### src/conv_ctrl_pkg.sv
// constants and types for the converter pin, clock and result control block
// What this block does
// - lowest pin-disable register bits 0..7 govern channel pins 0..7
// - middle pin-disable register bits 0..7 govern channel pins 8..15
// - highest pin-disable register bits 0..7 govern channel pins 16..23
// - disable bit 0 keeps port control of the pin, 1 removes it
// - converter disabled in reset and while channel select is all ones
// - after completion and before the next start the converter idles in low power
// - raw result is 12 bits in 12- and 10-bit modes, 9 bits in 8-bit mode
// - 10-bit mode rounds raw result to 10 bits across high and low result
// - 8-bit mode rounds raw result to 8 bits, written to low result only
// - storing a result sets complete flag; interrupt only when its enable is 1
// - compare against compare registers only while compare enable is set, any mode
// - four clock sources by input clock select; bus clock after reset
// - select codes 00 bus, 01 bus halved, 10 alternate, 11 internal async
// - halved bus clock plus divider gives total division up to 16
// - internal async clock made inside, keeps running in wait and stop3
// - selected source divided by 1, 2, 4 or 8 to form converter clock
// - divide codes 00 by 1, 01 by 2, 10 by 4, 11 by 8
// - mode codes 00 8-bit, 01 12-bit, 10 10-bit, 11 reserved
// - disabled pin has its output buffer forced off
// - disabled pin has input buffer off and port read returns zero
// - disabled pin has its pull-up switched off regardless of port setting
package conv_ctrl_pkg;

  localparam int ADDR_W = 4;
  localparam int DATA_W = 8;
  localparam int NUM_CH = 24;
  localparam int CODE_W = 12;

  localparam logic [3:0] OFF_STATUS_CTRL = 4'h0;
  localparam logic [3:0] OFF_STATUS_AUX  = 4'h1;
  localparam logic [3:0] OFF_RESULT_HIGH = 4'h2;
  localparam logic [3:0] OFF_RESULT_LOW  = 4'h3;
  localparam logic [3:0] OFF_CMP_HIGH    = 4'h4;
  localparam logic [3:0] OFF_CMP_LOW     = 4'h5;
  localparam logic [3:0] OFF_CONFIG      = 4'h6;
  localparam logic [3:0] OFF_PIN_DIS_LOW = 4'h7;
  localparam logic [3:0] OFF_PIN_DIS_MID = 4'h8;
  localparam logic [3:0] OFF_PIN_DIS_HIGH = 4'h9;

  // status_ctrl: [7] complete flag (ro), [6] irq enable, [4:0] channel select
  localparam int POS_FLAG   = 7;
  localparam int POS_IRQ_EN = 6;
  localparam int CHSEL_W    = 5;
  // status_aux: [7] active (ro), [5] compare enable
  localparam int POS_ACTIVE = 7;
  localparam int POS_CMP_EN = 5;

  localparam logic [4:0] CHSEL_RESET  = 5'h1f;
  localparam logic [7:0] PIN_DIS_RESET = 8'h00;
  localparam logic [7:0] RESULT_RESET = 8'h00;

  localparam logic [1:0] CLK_BUS      = 2'h0;
  localparam logic [1:0] CLK_BUS_HALF = 2'h1;
  localparam logic [1:0] CLK_ALT      = 2'h2;
  localparam logic [1:0] CLK_ASYNC    = 2'h3;

  localparam logic [1:0] MODE_8  = 2'h0;
  localparam logic [1:0] MODE_12 = 2'h1;
  localparam logic [1:0] MODE_10 = 2'h2;

  localparam int LSB_12 = 0;
  localparam int LSB_8  = 3;

  typedef struct packed {
    logic       low_power;
    logic [1:0] divide_sel;
    logic       long_sample;
    logic [1:0] mode;
    logic [1:0] clk_sel;
  } cfg_t;

  localparam cfg_t CFG_RESET = '{low_power: 1'b0, divide_sel: 2'h0, long_sample: 1'b0,
                                 mode: MODE_8, clk_sel: CLK_BUS};

  typedef enum logic [1:0] {ST_DISABLED, ST_IDLE, ST_CONVERT} conv_state_t;

endpackage

### src/conv_ctrl.sv
// converter control: registers, clock select and divide, sar sequencing, rounding, compare, pin disable
//
// Local design decisions: the address map and the strobed register port.
`timescale 1ns/1ps
module conv_ctrl
  import conv_ctrl_pkg::*;
#(
  parameter int ASYNC_DIV = 4
)(
  input  wire logic                I_SYS_CLK,
  input  wire logic                I_RESET,
  input  wire logic [ADDR_W-1:0]   I_ADDR,
  input  wire logic [DATA_W-1:0]   I_WDATA,
  input  wire logic                I_WR,
  input  wire logic                I_RD,
  output      logic [DATA_W-1:0]   O_RDATA,
  input  wire logic                I_ALT_CLK,
  input  wire logic                I_WAIT_STOP,
  input  wire logic                I_CMP_ABOVE,
  output      logic [CODE_W-1:0]   O_DAC_CODE,
  output      logic                O_CONV_ACTIVE,
  output      logic                O_ASYNC_CLK_RUN,
  output      logic                O_CONVERTER_CLOCK_TICK,
  output      logic                O_IRQ,
  input  wire logic [NUM_CH-1:0]   I_PORT_OUT,
  input  wire logic [NUM_CH-1:0]   I_PORT_OE,
  input  wire logic [NUM_CH-1:0]   I_PORT_PULLUP,
  input  wire logic [NUM_CH-1:0]   I_PIN_IN,
  output      logic [NUM_CH-1:0]   O_PIN_OUT,
  output      logic [NUM_CH-1:0]   O_PIN_OE,
  output      logic [NUM_CH-1:0]   O_PIN_PULLUP,
  output      logic [NUM_CH-1:0]   O_PIN_IN_EN,
  output      logic [NUM_CH-1:0]   O_PORT_READ
);

  localparam logic [7:0] ASYNC_LAST = 8'(ASYNC_DIV - 1);

  // register state
  logic [CHSEL_W-1:0] chsel_r;
  logic               irq_en_r;
  logic               flag_r;
  logic               cmp_en_r;
  cfg_t               cfg_r;
  logic [7:0]         cmp_high_r;
  logic [7:0]         cmp_low_r;
  logic [7:0]         res_high_r;
  logic [7:0]         res_low_r;
  logic [7:0]         pin_dis_low_r;
  logic [7:0]         pin_dis_mid_r;
  logic [7:0]         pin_dis_high_r;
  logic [DATA_W-1:0]  rdata_r;

  // write decode
  wire wr_ctrl   = I_WR && (I_ADDR == OFF_STATUS_CTRL);
  wire wr_aux    = I_WR && (I_ADDR == OFF_STATUS_AUX);
  wire wr_cmp_hi = I_WR && (I_ADDR == OFF_CMP_HIGH);
  wire wr_cmp_lo = I_WR && (I_ADDR == OFF_CMP_LOW);
  wire wr_cfg    = I_WR && (I_ADDR == OFF_CONFIG);
  wire wr_pd_lo  = I_WR && (I_ADDR == OFF_PIN_DIS_LOW);
  wire wr_pd_mid = I_WR && (I_ADDR == OFF_PIN_DIS_MID);
  wire wr_pd_hi  = I_WR && (I_ADDR == OFF_PIN_DIS_HIGH);
  wire rd_res_lo = I_RD && (I_ADDR == OFF_RESULT_LOW);

  // any write that changes the operating setup invalidates a running conversion
  wire abort_wr  = wr_ctrl || wr_aux || wr_cmp_hi || wr_cmp_lo || wr_cfg;
  wire chsel_off = wr_ctrl ? (&I_WDATA[CHSEL_W-1:0]) : (&chsel_r);
  wire start_req = wr_ctrl && !(&I_WDATA[CHSEL_W-1:0]);

  // read mux
  logic [DATA_W-1:0] rd_mux;
  conv_state_t       state_r;
  wire active = (state_r == ST_CONVERT);
  always_comb
  begin
    rd_mux = 8'h00;
    if (I_ADDR == OFF_STATUS_CTRL)
      rd_mux = {flag_r, irq_en_r, 1'b0, chsel_r};
    else if (I_ADDR == OFF_STATUS_AUX)
      rd_mux = {active, 1'b0, cmp_en_r, 5'h00};
    else if (I_ADDR == OFF_RESULT_HIGH)
      rd_mux = res_high_r;
    else if (I_ADDR == OFF_RESULT_LOW)
      rd_mux = res_low_r;
    else if (I_ADDR == OFF_CMP_HIGH)
      rd_mux = cmp_high_r;
    else if (I_ADDR == OFF_CMP_LOW)
      rd_mux = cmp_low_r;
    else if (I_ADDR == OFF_CONFIG)
      rd_mux = cfg_r;
    else if (I_ADDR == OFF_PIN_DIS_LOW)
      rd_mux = pin_dis_low_r;
    else if (I_ADDR == OFF_PIN_DIS_MID)
      rd_mux = pin_dis_mid_r;
    else if (I_ADDR == OFF_PIN_DIS_HIGH)
      rd_mux = pin_dis_high_r;
  end

  always_ff @(posedge I_SYS_CLK)
  begin
    if (I_RESET)
      rdata_r <= 8'h00;
    else
      rdata_r <= I_RD ? rd_mux : 8'h00;
  end
  assign O_RDATA = rdata_r;

  always_ff @(posedge I_SYS_CLK)
  begin
    if (I_RESET)
    begin
      chsel_r        <= CHSEL_RESET;
      irq_en_r       <= 1'b0;
      cmp_en_r       <= 1'b0;
      cfg_r          <= CFG_RESET;
      cmp_high_r     <= 8'h00;
      cmp_low_r      <= 8'h00;
      pin_dis_low_r  <= PIN_DIS_RESET;
      pin_dis_mid_r  <= PIN_DIS_RESET;
      pin_dis_high_r <= PIN_DIS_RESET;
    end
    else
    begin
      if (wr_ctrl)
      begin
        chsel_r  <= I_WDATA[CHSEL_W-1:0];
        irq_en_r <= I_WDATA[POS_IRQ_EN];
      end
      if (wr_aux)
        cmp_en_r <= I_WDATA[POS_CMP_EN];
      if (wr_cfg)
        cfg_r <= I_WDATA;
      if (wr_cmp_hi)
        cmp_high_r <= I_WDATA;
      if (wr_cmp_lo)
        cmp_low_r <= I_WDATA;
      if (wr_pd_lo)
        pin_dis_low_r <= I_WDATA;
      if (wr_pd_mid)
        pin_dis_mid_r <= I_WDATA;
      if (wr_pd_hi)
        pin_dis_high_r <= I_WDATA;
    end
  end

  // alternate clock pin: three-stage sync, edge counts once stages two and three agree
  logic [2:0] alt_sync_r;
  logic       alt_level_r;
  always_ff @(posedge I_SYS_CLK)
  begin
    if (I_RESET)
    begin
      alt_sync_r  <= 3'h0;
      alt_level_r <= 1'b0;
    end
    else
    begin
      alt_sync_r <= {alt_sync_r[1:0], I_ALT_CLK};
      if (alt_sync_r[1] == alt_sync_r[2])
        alt_level_r <= alt_sync_r[2];
    end
  end
  wire alt_rise = (alt_sync_r[1] == alt_sync_r[2]) && alt_sync_r[2] && !alt_level_r;

  // internal async source: runs while selected and a conversion is active, not gated by wait or stop3
  logic [7:0] async_cnt_r;
  logic       half_r;
  wire        async_run = (cfg_r.clk_sel == CLK_ASYNC) && active;
  wire        async_tick = async_run && (async_cnt_r == ASYNC_LAST);
  always_ff @(posedge I_SYS_CLK)
  begin
    if (I_RESET || !async_run || async_tick)
      async_cnt_r <= 8'h00;
    else
      async_cnt_r <= async_cnt_r + 8'h01;
  end
  always_ff @(posedge I_SYS_CLK)
  begin
    if (I_RESET)
      half_r <= 1'b0;
    else
      half_r <= !half_r;
  end
  assign O_ASYNC_CLK_RUN = async_run;

  // bus-derived sources stop in wait or stop3; the async source does not
  logic src_tick;
  always_comb
  begin
    case (cfg_r.clk_sel)
      CLK_BUS:      src_tick = !I_WAIT_STOP;
      CLK_BUS_HALF: src_tick = !I_WAIT_STOP && half_r;
      CLK_ALT:      src_tick = !I_WAIT_STOP && alt_rise;
      default:      src_tick = async_tick;
    endcase
  end

  // divider by 1, 2, 4 or 8
  logic [2:0] div_cnt_r;
  wire  [2:0] div_last = 3'((4'h1 << cfg_r.divide_sel) - 4'h1);
  wire        converter_clock_tick = src_tick && (div_cnt_r == div_last);
  always_ff @(posedge I_SYS_CLK)
  begin
    if (I_RESET || !active || abort_wr)
      div_cnt_r <= 3'h0;
    else if (converter_clock_tick)
      div_cnt_r <= 3'h0;
    else if (src_tick)
      div_cnt_r <= div_cnt_r + 3'h1;
  end
  assign O_CONVERTER_CLOCK_TICK = converter_clock_tick && active;

  // successive approximation over the top bits of the trial code
  logic [CODE_W-1:0] code_r;
  logic [3:0]        bit_r;
  wire  [3:0]        last_bit = (cfg_r.mode == MODE_8) ? 4'(LSB_8) : 4'(LSB_12);
  wire  [CODE_W-1:0] bit_mask = 12'h001 << bit_r;
  wire  [CODE_W-1:0] code_kept = I_CMP_ABOVE ? code_r : (code_r & ~bit_mask);
  wire               sar_done = active && converter_clock_tick && (bit_r == last_bit) && !abort_wr;

  always_ff @(posedge I_SYS_CLK)
  begin
    if (I_RESET)
      state_r <= ST_DISABLED;
    else if (chsel_off)
      state_r <= ST_DISABLED;
    else if (start_req)
      state_r <= ST_CONVERT;
    else if (sar_done || abort_wr)
      state_r <= ST_IDLE;
  end

  always_ff @(posedge I_SYS_CLK)
  begin
    if (I_RESET || start_req)
    begin
      code_r <= 12'h800;
      bit_r  <= 4'hb;
    end
    else if (active && converter_clock_tick && !abort_wr)
    begin
      code_r <= (bit_r == last_bit) ? code_kept : (code_kept | (bit_mask >> 1));
      bit_r  <= (bit_r == last_bit) ? bit_r : bit_r - 4'h1;
    end
  end
  assign O_CONV_ACTIVE = active;
  assign O_DAC_CODE    = code_r;

  // rounding per mode
  wire [11:0] raw12  = code_kept;
  wire [8:0]  raw9   = code_kept[11:3];
  wire [9:0]  r10    = (&raw12[11:1]) ? 10'h3ff : raw12[11:2] + 10'(raw12[1]);
  wire [7:0]  r8     = (&raw9[8:1]) ? 8'hff : raw9[8:1] + 8'(raw9[0]);
  wire [11:0] result = (cfg_r.mode == MODE_8) ? {4'h0, r8} :
                       (cfg_r.mode == MODE_10) ? {2'h0, r10} : raw12;
  wire [11:0] cmp_val = (cfg_r.mode == MODE_8) ? {4'h0, cmp_low_r} :
                        (cfg_r.mode == MODE_10) ? {2'h0, cmp_high_r[1:0], cmp_low_r} :
                        {cmp_high_r[3:0], cmp_low_r};
  // compare holds when the result reaches the compare value; stored as the difference
  wire        cmp_hit = (result >= cmp_val);
  wire        store   = sar_done && (!cmp_en_r || cmp_hit);
  wire [11:0] stored  = cmp_en_r ? result - cmp_val : result;

  always_ff @(posedge I_SYS_CLK)
  begin
    if (I_RESET)
    begin
      res_high_r <= RESULT_RESET;
      res_low_r  <= RESULT_RESET;
    end
    else if (store)
    begin
      res_low_r <= stored[7:0];
      if (cfg_r.mode != MODE_8)
        res_high_r <= {4'h0, stored[11:8]};
    end
  end

  // set wins over a clear by write or result read in the same cycle
  always_ff @(posedge I_SYS_CLK)
  begin
    if (I_RESET)
      flag_r <= 1'b0;
    else if (store)
      flag_r <= 1'b1;
    else if (wr_ctrl || rd_res_lo)
      flag_r <= 1'b0;
  end
  assign O_IRQ = flag_r && irq_en_r;

  // pin gating per channel
  wire [NUM_CH-1:0] pin_dis = {pin_dis_high_r, pin_dis_mid_r, pin_dis_low_r};
  logic [NUM_CH-1:0] pin_sync1_r;
  logic [NUM_CH-1:0] pin_sync2_r;
  logic [NUM_CH-1:0] pin_sync3_r;
  logic [NUM_CH-1:0] pin_level_r;
  genvar ch;
  generate
    for (ch = 0; ch < NUM_CH; ch++)
    begin : g_pin
      always_ff @(posedge I_SYS_CLK)
      begin
        if (I_RESET)
        begin
          pin_sync1_r[ch]  <= 1'b0;
          pin_sync2_r[ch]  <= 1'b0;
          pin_sync3_r[ch]  <= 1'b0;
          pin_level_r[ch]  <= 1'b0;
          O_PIN_OUT[ch]    <= 1'b0;
          O_PIN_OE[ch]     <= 1'b0;
          O_PIN_PULLUP[ch] <= 1'b0;
          O_PIN_IN_EN[ch]  <= 1'b0;
          O_PORT_READ[ch]  <= 1'b0;
        end
        else
        begin
          pin_sync1_r[ch]  <= I_PIN_IN[ch];
          pin_sync2_r[ch]  <= pin_sync1_r[ch];
          pin_sync3_r[ch]  <= pin_sync2_r[ch];
          if (pin_sync2_r[ch] == pin_sync3_r[ch])
            pin_level_r[ch] <= pin_sync3_r[ch];
          O_PIN_OUT[ch]    <= I_PORT_OUT[ch] && !pin_dis[ch];
          O_PIN_OE[ch]     <= I_PORT_OE[ch] && !pin_dis[ch];
          O_PIN_PULLUP[ch] <= I_PORT_PULLUP[ch] && !pin_dis[ch];
          O_PIN_IN_EN[ch]  <= !pin_dis[ch];
          O_PORT_READ[ch]  <= pin_level_r[ch] && !pin_dis[ch];
        end
      end
    end
  endgenerate
endmodule

### config.mk
export PLATFORM = sky130hd
export DESIGN_NAME = conv_ctrl
export DESIGN_NICKNAME = d
export VERILOG_FILES = /design/src/conv_ctrl_pkg.sv /design/src/conv_ctrl.sv
export SDC_FILE = /design/constraint.sdc
export NUM_CORES = 1
export LEC_CHECK = 0
export ABC_AREA = 1
export BUFFER_PORTS_ARGS = -buffer_cell sky130_fd_sc_hd__buf_2
export CAP_MARGIN = 40
export CELL_PAD_IN_SITES_DETAIL_PLACEMENT = 2
export CELL_PAD_IN_SITES_GLOBAL_PLACEMENT = 2
export CORE_UTILIZATION = 33
export CTS_CLUSTER_SIZE = 16
export DETAILED_ROUTE_END_ITERATION = 8
export PLACE_DENSITY_LB_ADDON = 0.1
export SYNTH_ARGS = -nofsm -noshare
export SYNTH_HDL_FRONTEND = slang
export SYNTH_SLANG_ARGS = --single-unit
### constraint.sdc
create_clock -name I_SYS_CLK -period 8.25 [get_ports I_SYS_CLK]
set_clock_uncertainty 0.1 [all_clocks]
set_input_delay 2.0625 -clock I_SYS_CLK [delete_from_list [all_inputs] [get_ports I_SYS_CLK]]
set_output_delay 2.0625 -clock I_SYS_CLK [all_outputs]
set_load 0.01 [all_outputs]
==> flow_metrics.env <==
export IMPL_status="finished, final reports clean"
export IMPL_fill_cells=4320
export IMPL_gp_congestion=0.843
export IMPL_hold_depth=2
export IMPL_hold_buffers=0
export IMPL_cp_num_buf_inv=8
export IMPL_final_net_count=1991
export IMPL_synthToLayoutAreaGrowth_pct=24.7
export IMPL_avgSynthCellArea_um2=7.84
export IMPL_grt_ovfl_total=0
export IMPL_grt_pass1_wl_mm=69.5
export IMPL_r2r_start="bit_r[0]"
export IMPL_slew_limit_headroom_pct=54.9
export IMPL_cts_tree="done"
export IMPL_combPwrFrac_pct=6.9
export IMPL_critPathArrivalTime_ns=5.82
export IMPL_critical_path_class="in -> reg"
export IMPL_max_freq_mhz=183
export IMPL_clkTransAtPathRegs_ns=0.05
export IMPL_synthDistinctLibCells=47
export IMPL_vias=11529
export IMPL_antenna_cells=0
export IMPL_startpoint="I_CMP_ABOVE"
export IMPL_slowest_stage="o21ai_0"
export IMPL_postCtsResizedCells=0
export IMPL_post_cts_setup_buffers=0
export IMPL_antenna_found_initial=1
export IMPL_numCtsBuffers=38
export IMPL_hp_class="reg -> reg"
export IMPL_die_x_um=197
export IMPL_yosysWarningCount=0
export IMPL_critPathMaxStageDelay_ns=0.41
export IMPL_first_pass_iters=4
export IMPL_power_frac_seq_pct=45.1
export IMPL_fin_setup_tns_ns=0
export IMPL_dp_final_hpwl_mm=33.0
export IMPL_io_buffers=258
export IMPL_ys_seq_area_share_pct=52.2
export IMPL_synth_fp_nets=1735
export IMPL_switching_share_pct=23.8
export IMPL_grt_pass1_vias=12500
export IMPL_dieArea_mm2=0.0386
export IMPL_p_switching_mw=0.865
export IMPL_syn_area_mm2=0.0125
export IMPL_end_kind="flop"
export IMPL_drtAntennaViolNets=0
export IMPL_powerDensity_mw_per_mm2=234
export IMPL_htree_levels=2
export IMPL_wirelength_mm=44.5
export IMPL_drt_iter0_drc=367
export IMPL_place_detailed_instances=2314
export IMPL_drc=0
export IMPL_worstMarginPinSlew_ns=0.674
export IMPL_path_delay_family="simple AND/OR/NAND/NOR gates"
export IMPL_start_util_pct=33.8
export IMPL_period_share_pct=66.4
export IMPL_synth_seq_cells=326
export IMPL_final_cell_mix="326 x dfxtp_1, 259 x buf_2, 247 x nor2_1, 238 x nand2_1, 227 x inv_1"
export IMPL_die_h_um=197
export IMPL_layout_commonest_cell="dfxtp_1"
export IMPL_row_count=70
export IMPL_critPathMostFrequentCell="inv_1"
export IMPL_ir_worst_vdd_mv=0.115
export IMPL_critPathMaxFanout=16
export IMPL_slew_viol_final=0
export IMPL_grt_max_degree=90
export IMPL_via_per_inst=4.85
export IMPL_hold_violations=0
export IMPL_globalRouteTotalUtil_pct=23.1
export IMPL_clk_root_buffer_cell="clkbuf_16"
export IMPL_clock_power_share_pct=47.9
export IMPL_start_kind="primary input"
export IMPL_stdcell_count=2377
export IMPL_wl_per_cell_um=18.7
export IMPL_min_from="pin_sync1_r[20]"
export IMPL_synthCells=1594
export IMPL_core_mm2=0.0370
export IMPL_cp_depth=25
export IMPL_r2r_setup_slack_ns=3.81
export IMPL_drv_cap=0
export IMPL_clk_path_buf_depth=3
export IMPL_drive_above_1_share_pct=19.6
export IMPL_rsz0062_at_grt="no"
export IMPL_finalCriticalPeriod_ns=5.48
export IMPL_power_leakage_nw=7.12
export IMPL_clock_latency_ns=0.56
export IMPL_boundaryPins=259
export IMPL_required_ns=8.60
export IMPL_cts_sinks=326
export IMPL_rr_worst_depth=25
export IMPL_p_int_mw=2.78
export IMPL_final_setup_viol_count=0
==> cell type report <==
class | count | area, µm² | share of cell area [%]
Clock buffer | 53 | 1110 | 7.12
Clock inverter | 10 | 173 | 1.11
Inverter | 239 | 900 | 5.78
Multi-Input combinational cell | 979 | 4850 | 31.1
Sequential cell | 326 | 6530 | 41.9
Tap cell | 504 | 631 | 4.05
Timing Repair Buffer | 266 | 1390 | 8.92
==> worst min-delay path: stages (launching register included) <==
cell and delay [ns]:
dfxtp_1 0.29, inv_1 0.04, nor2_1 0.03
==> sequential cells by signal (all words and copies together) (netlist names), 24 cells and up <==
signal        flops
O_PIN_OUT        24
O_PORT_READ      24
pin_sync2_r      24
pin_sync3_r      24
O_PIN_OE         24
pin_level_r      24
O_PIN_PULLUP     24
O_PIN_IN_EN      24
pin_sync1_r      24
==> metal layers <==
metal  part of all wire [%]  vias to the layer above  track usage (%)
li1                       -                     5606                -
met1                     45                     5648             28.1
met2                     50                      225             41.7
met3                    3.7                       50             4.11
met4                    1.9                        0             6.05
met5                      0                        -                0
==> path summary, 6_finish.rpt <==
path	endpoint
worst max register to register	res_low_r[5]
worst min register to register	pin_sync2_r[20]
worst max-delay path	res_low_r[5]
worst min-delay path	pin_sync2_r[20]
==> through the flow <==
stage          hold slack, ns  setup slack, ns  total power, mW  utilization, %  instance area (µm²)
6_report                0.305             2.77             3.64            42.1                15600
5_1_grt                 0.325             2.35             3.78            42.1                15600
4_1_cts                 0.311             2.77             3.69            42.1                15600
3_5_place_dp            0.303             2.21             1.93            38.7                14300
3_3_place_gp            0.290             2.42             1.92            38.5                14200
2_1_floorplan           0.287             3.14             1.81               -                12500
==> synthesized netlist by cell type, drive strengths merged <==
library cell	instances	area share, %
dfxtp	326	52
nor2	266	8.7
nand2	243	7.5
inv	237	7.1
a21oi	128	5.2
o21ai	103	4.2
nand3	76	3.3
clkbuf	44	1.3
nor3	30	1.2
ha	25	2.5
a211oi	24	1.4
nand4	13	0.65
o22ai	13	0.65
a31oi	12	0.60
xor2	7	0.49
buf	6	0.40
and3	5	0.25
o211ai	5	0.30
o21a	5	0.30
a21boi	4	0.24
o221ai	4	0.28
xnor2	3	0.21
clkinv	2	0.060
nand3b	2	0.12
nor3b	2	0.12
nor4	2	0.10
or2	2	0.10
a21o	1	0.060
a41oi	1	0.070
fa	1	0.16
o2111ai	1	0.070
o21bai	1	0.060
==> logic make-up after synthesis <==
group           count (synthesis)  share of synthesized area (%)
buf+inv                       289                           8.94
xor+xnor                       10                          0.701
fa+ha+maj                      26                           2.66
flops                         326                           52.2
simple gates                  641                           22.0
compound gates                302                           13.4
==> power by group through the flow <==
stage	logic, mW	clock network (mW)	registers, mW
floorplan	0.121	0	1.69
global placement	0.242	0	1.68
detailed placement	0.252	0	1.68
CTS	0.257	1.79	1.65
global route	0.282	1.85	1.65
finish	0.253	1.75	1.64
(Power assumes the default switching activity.)
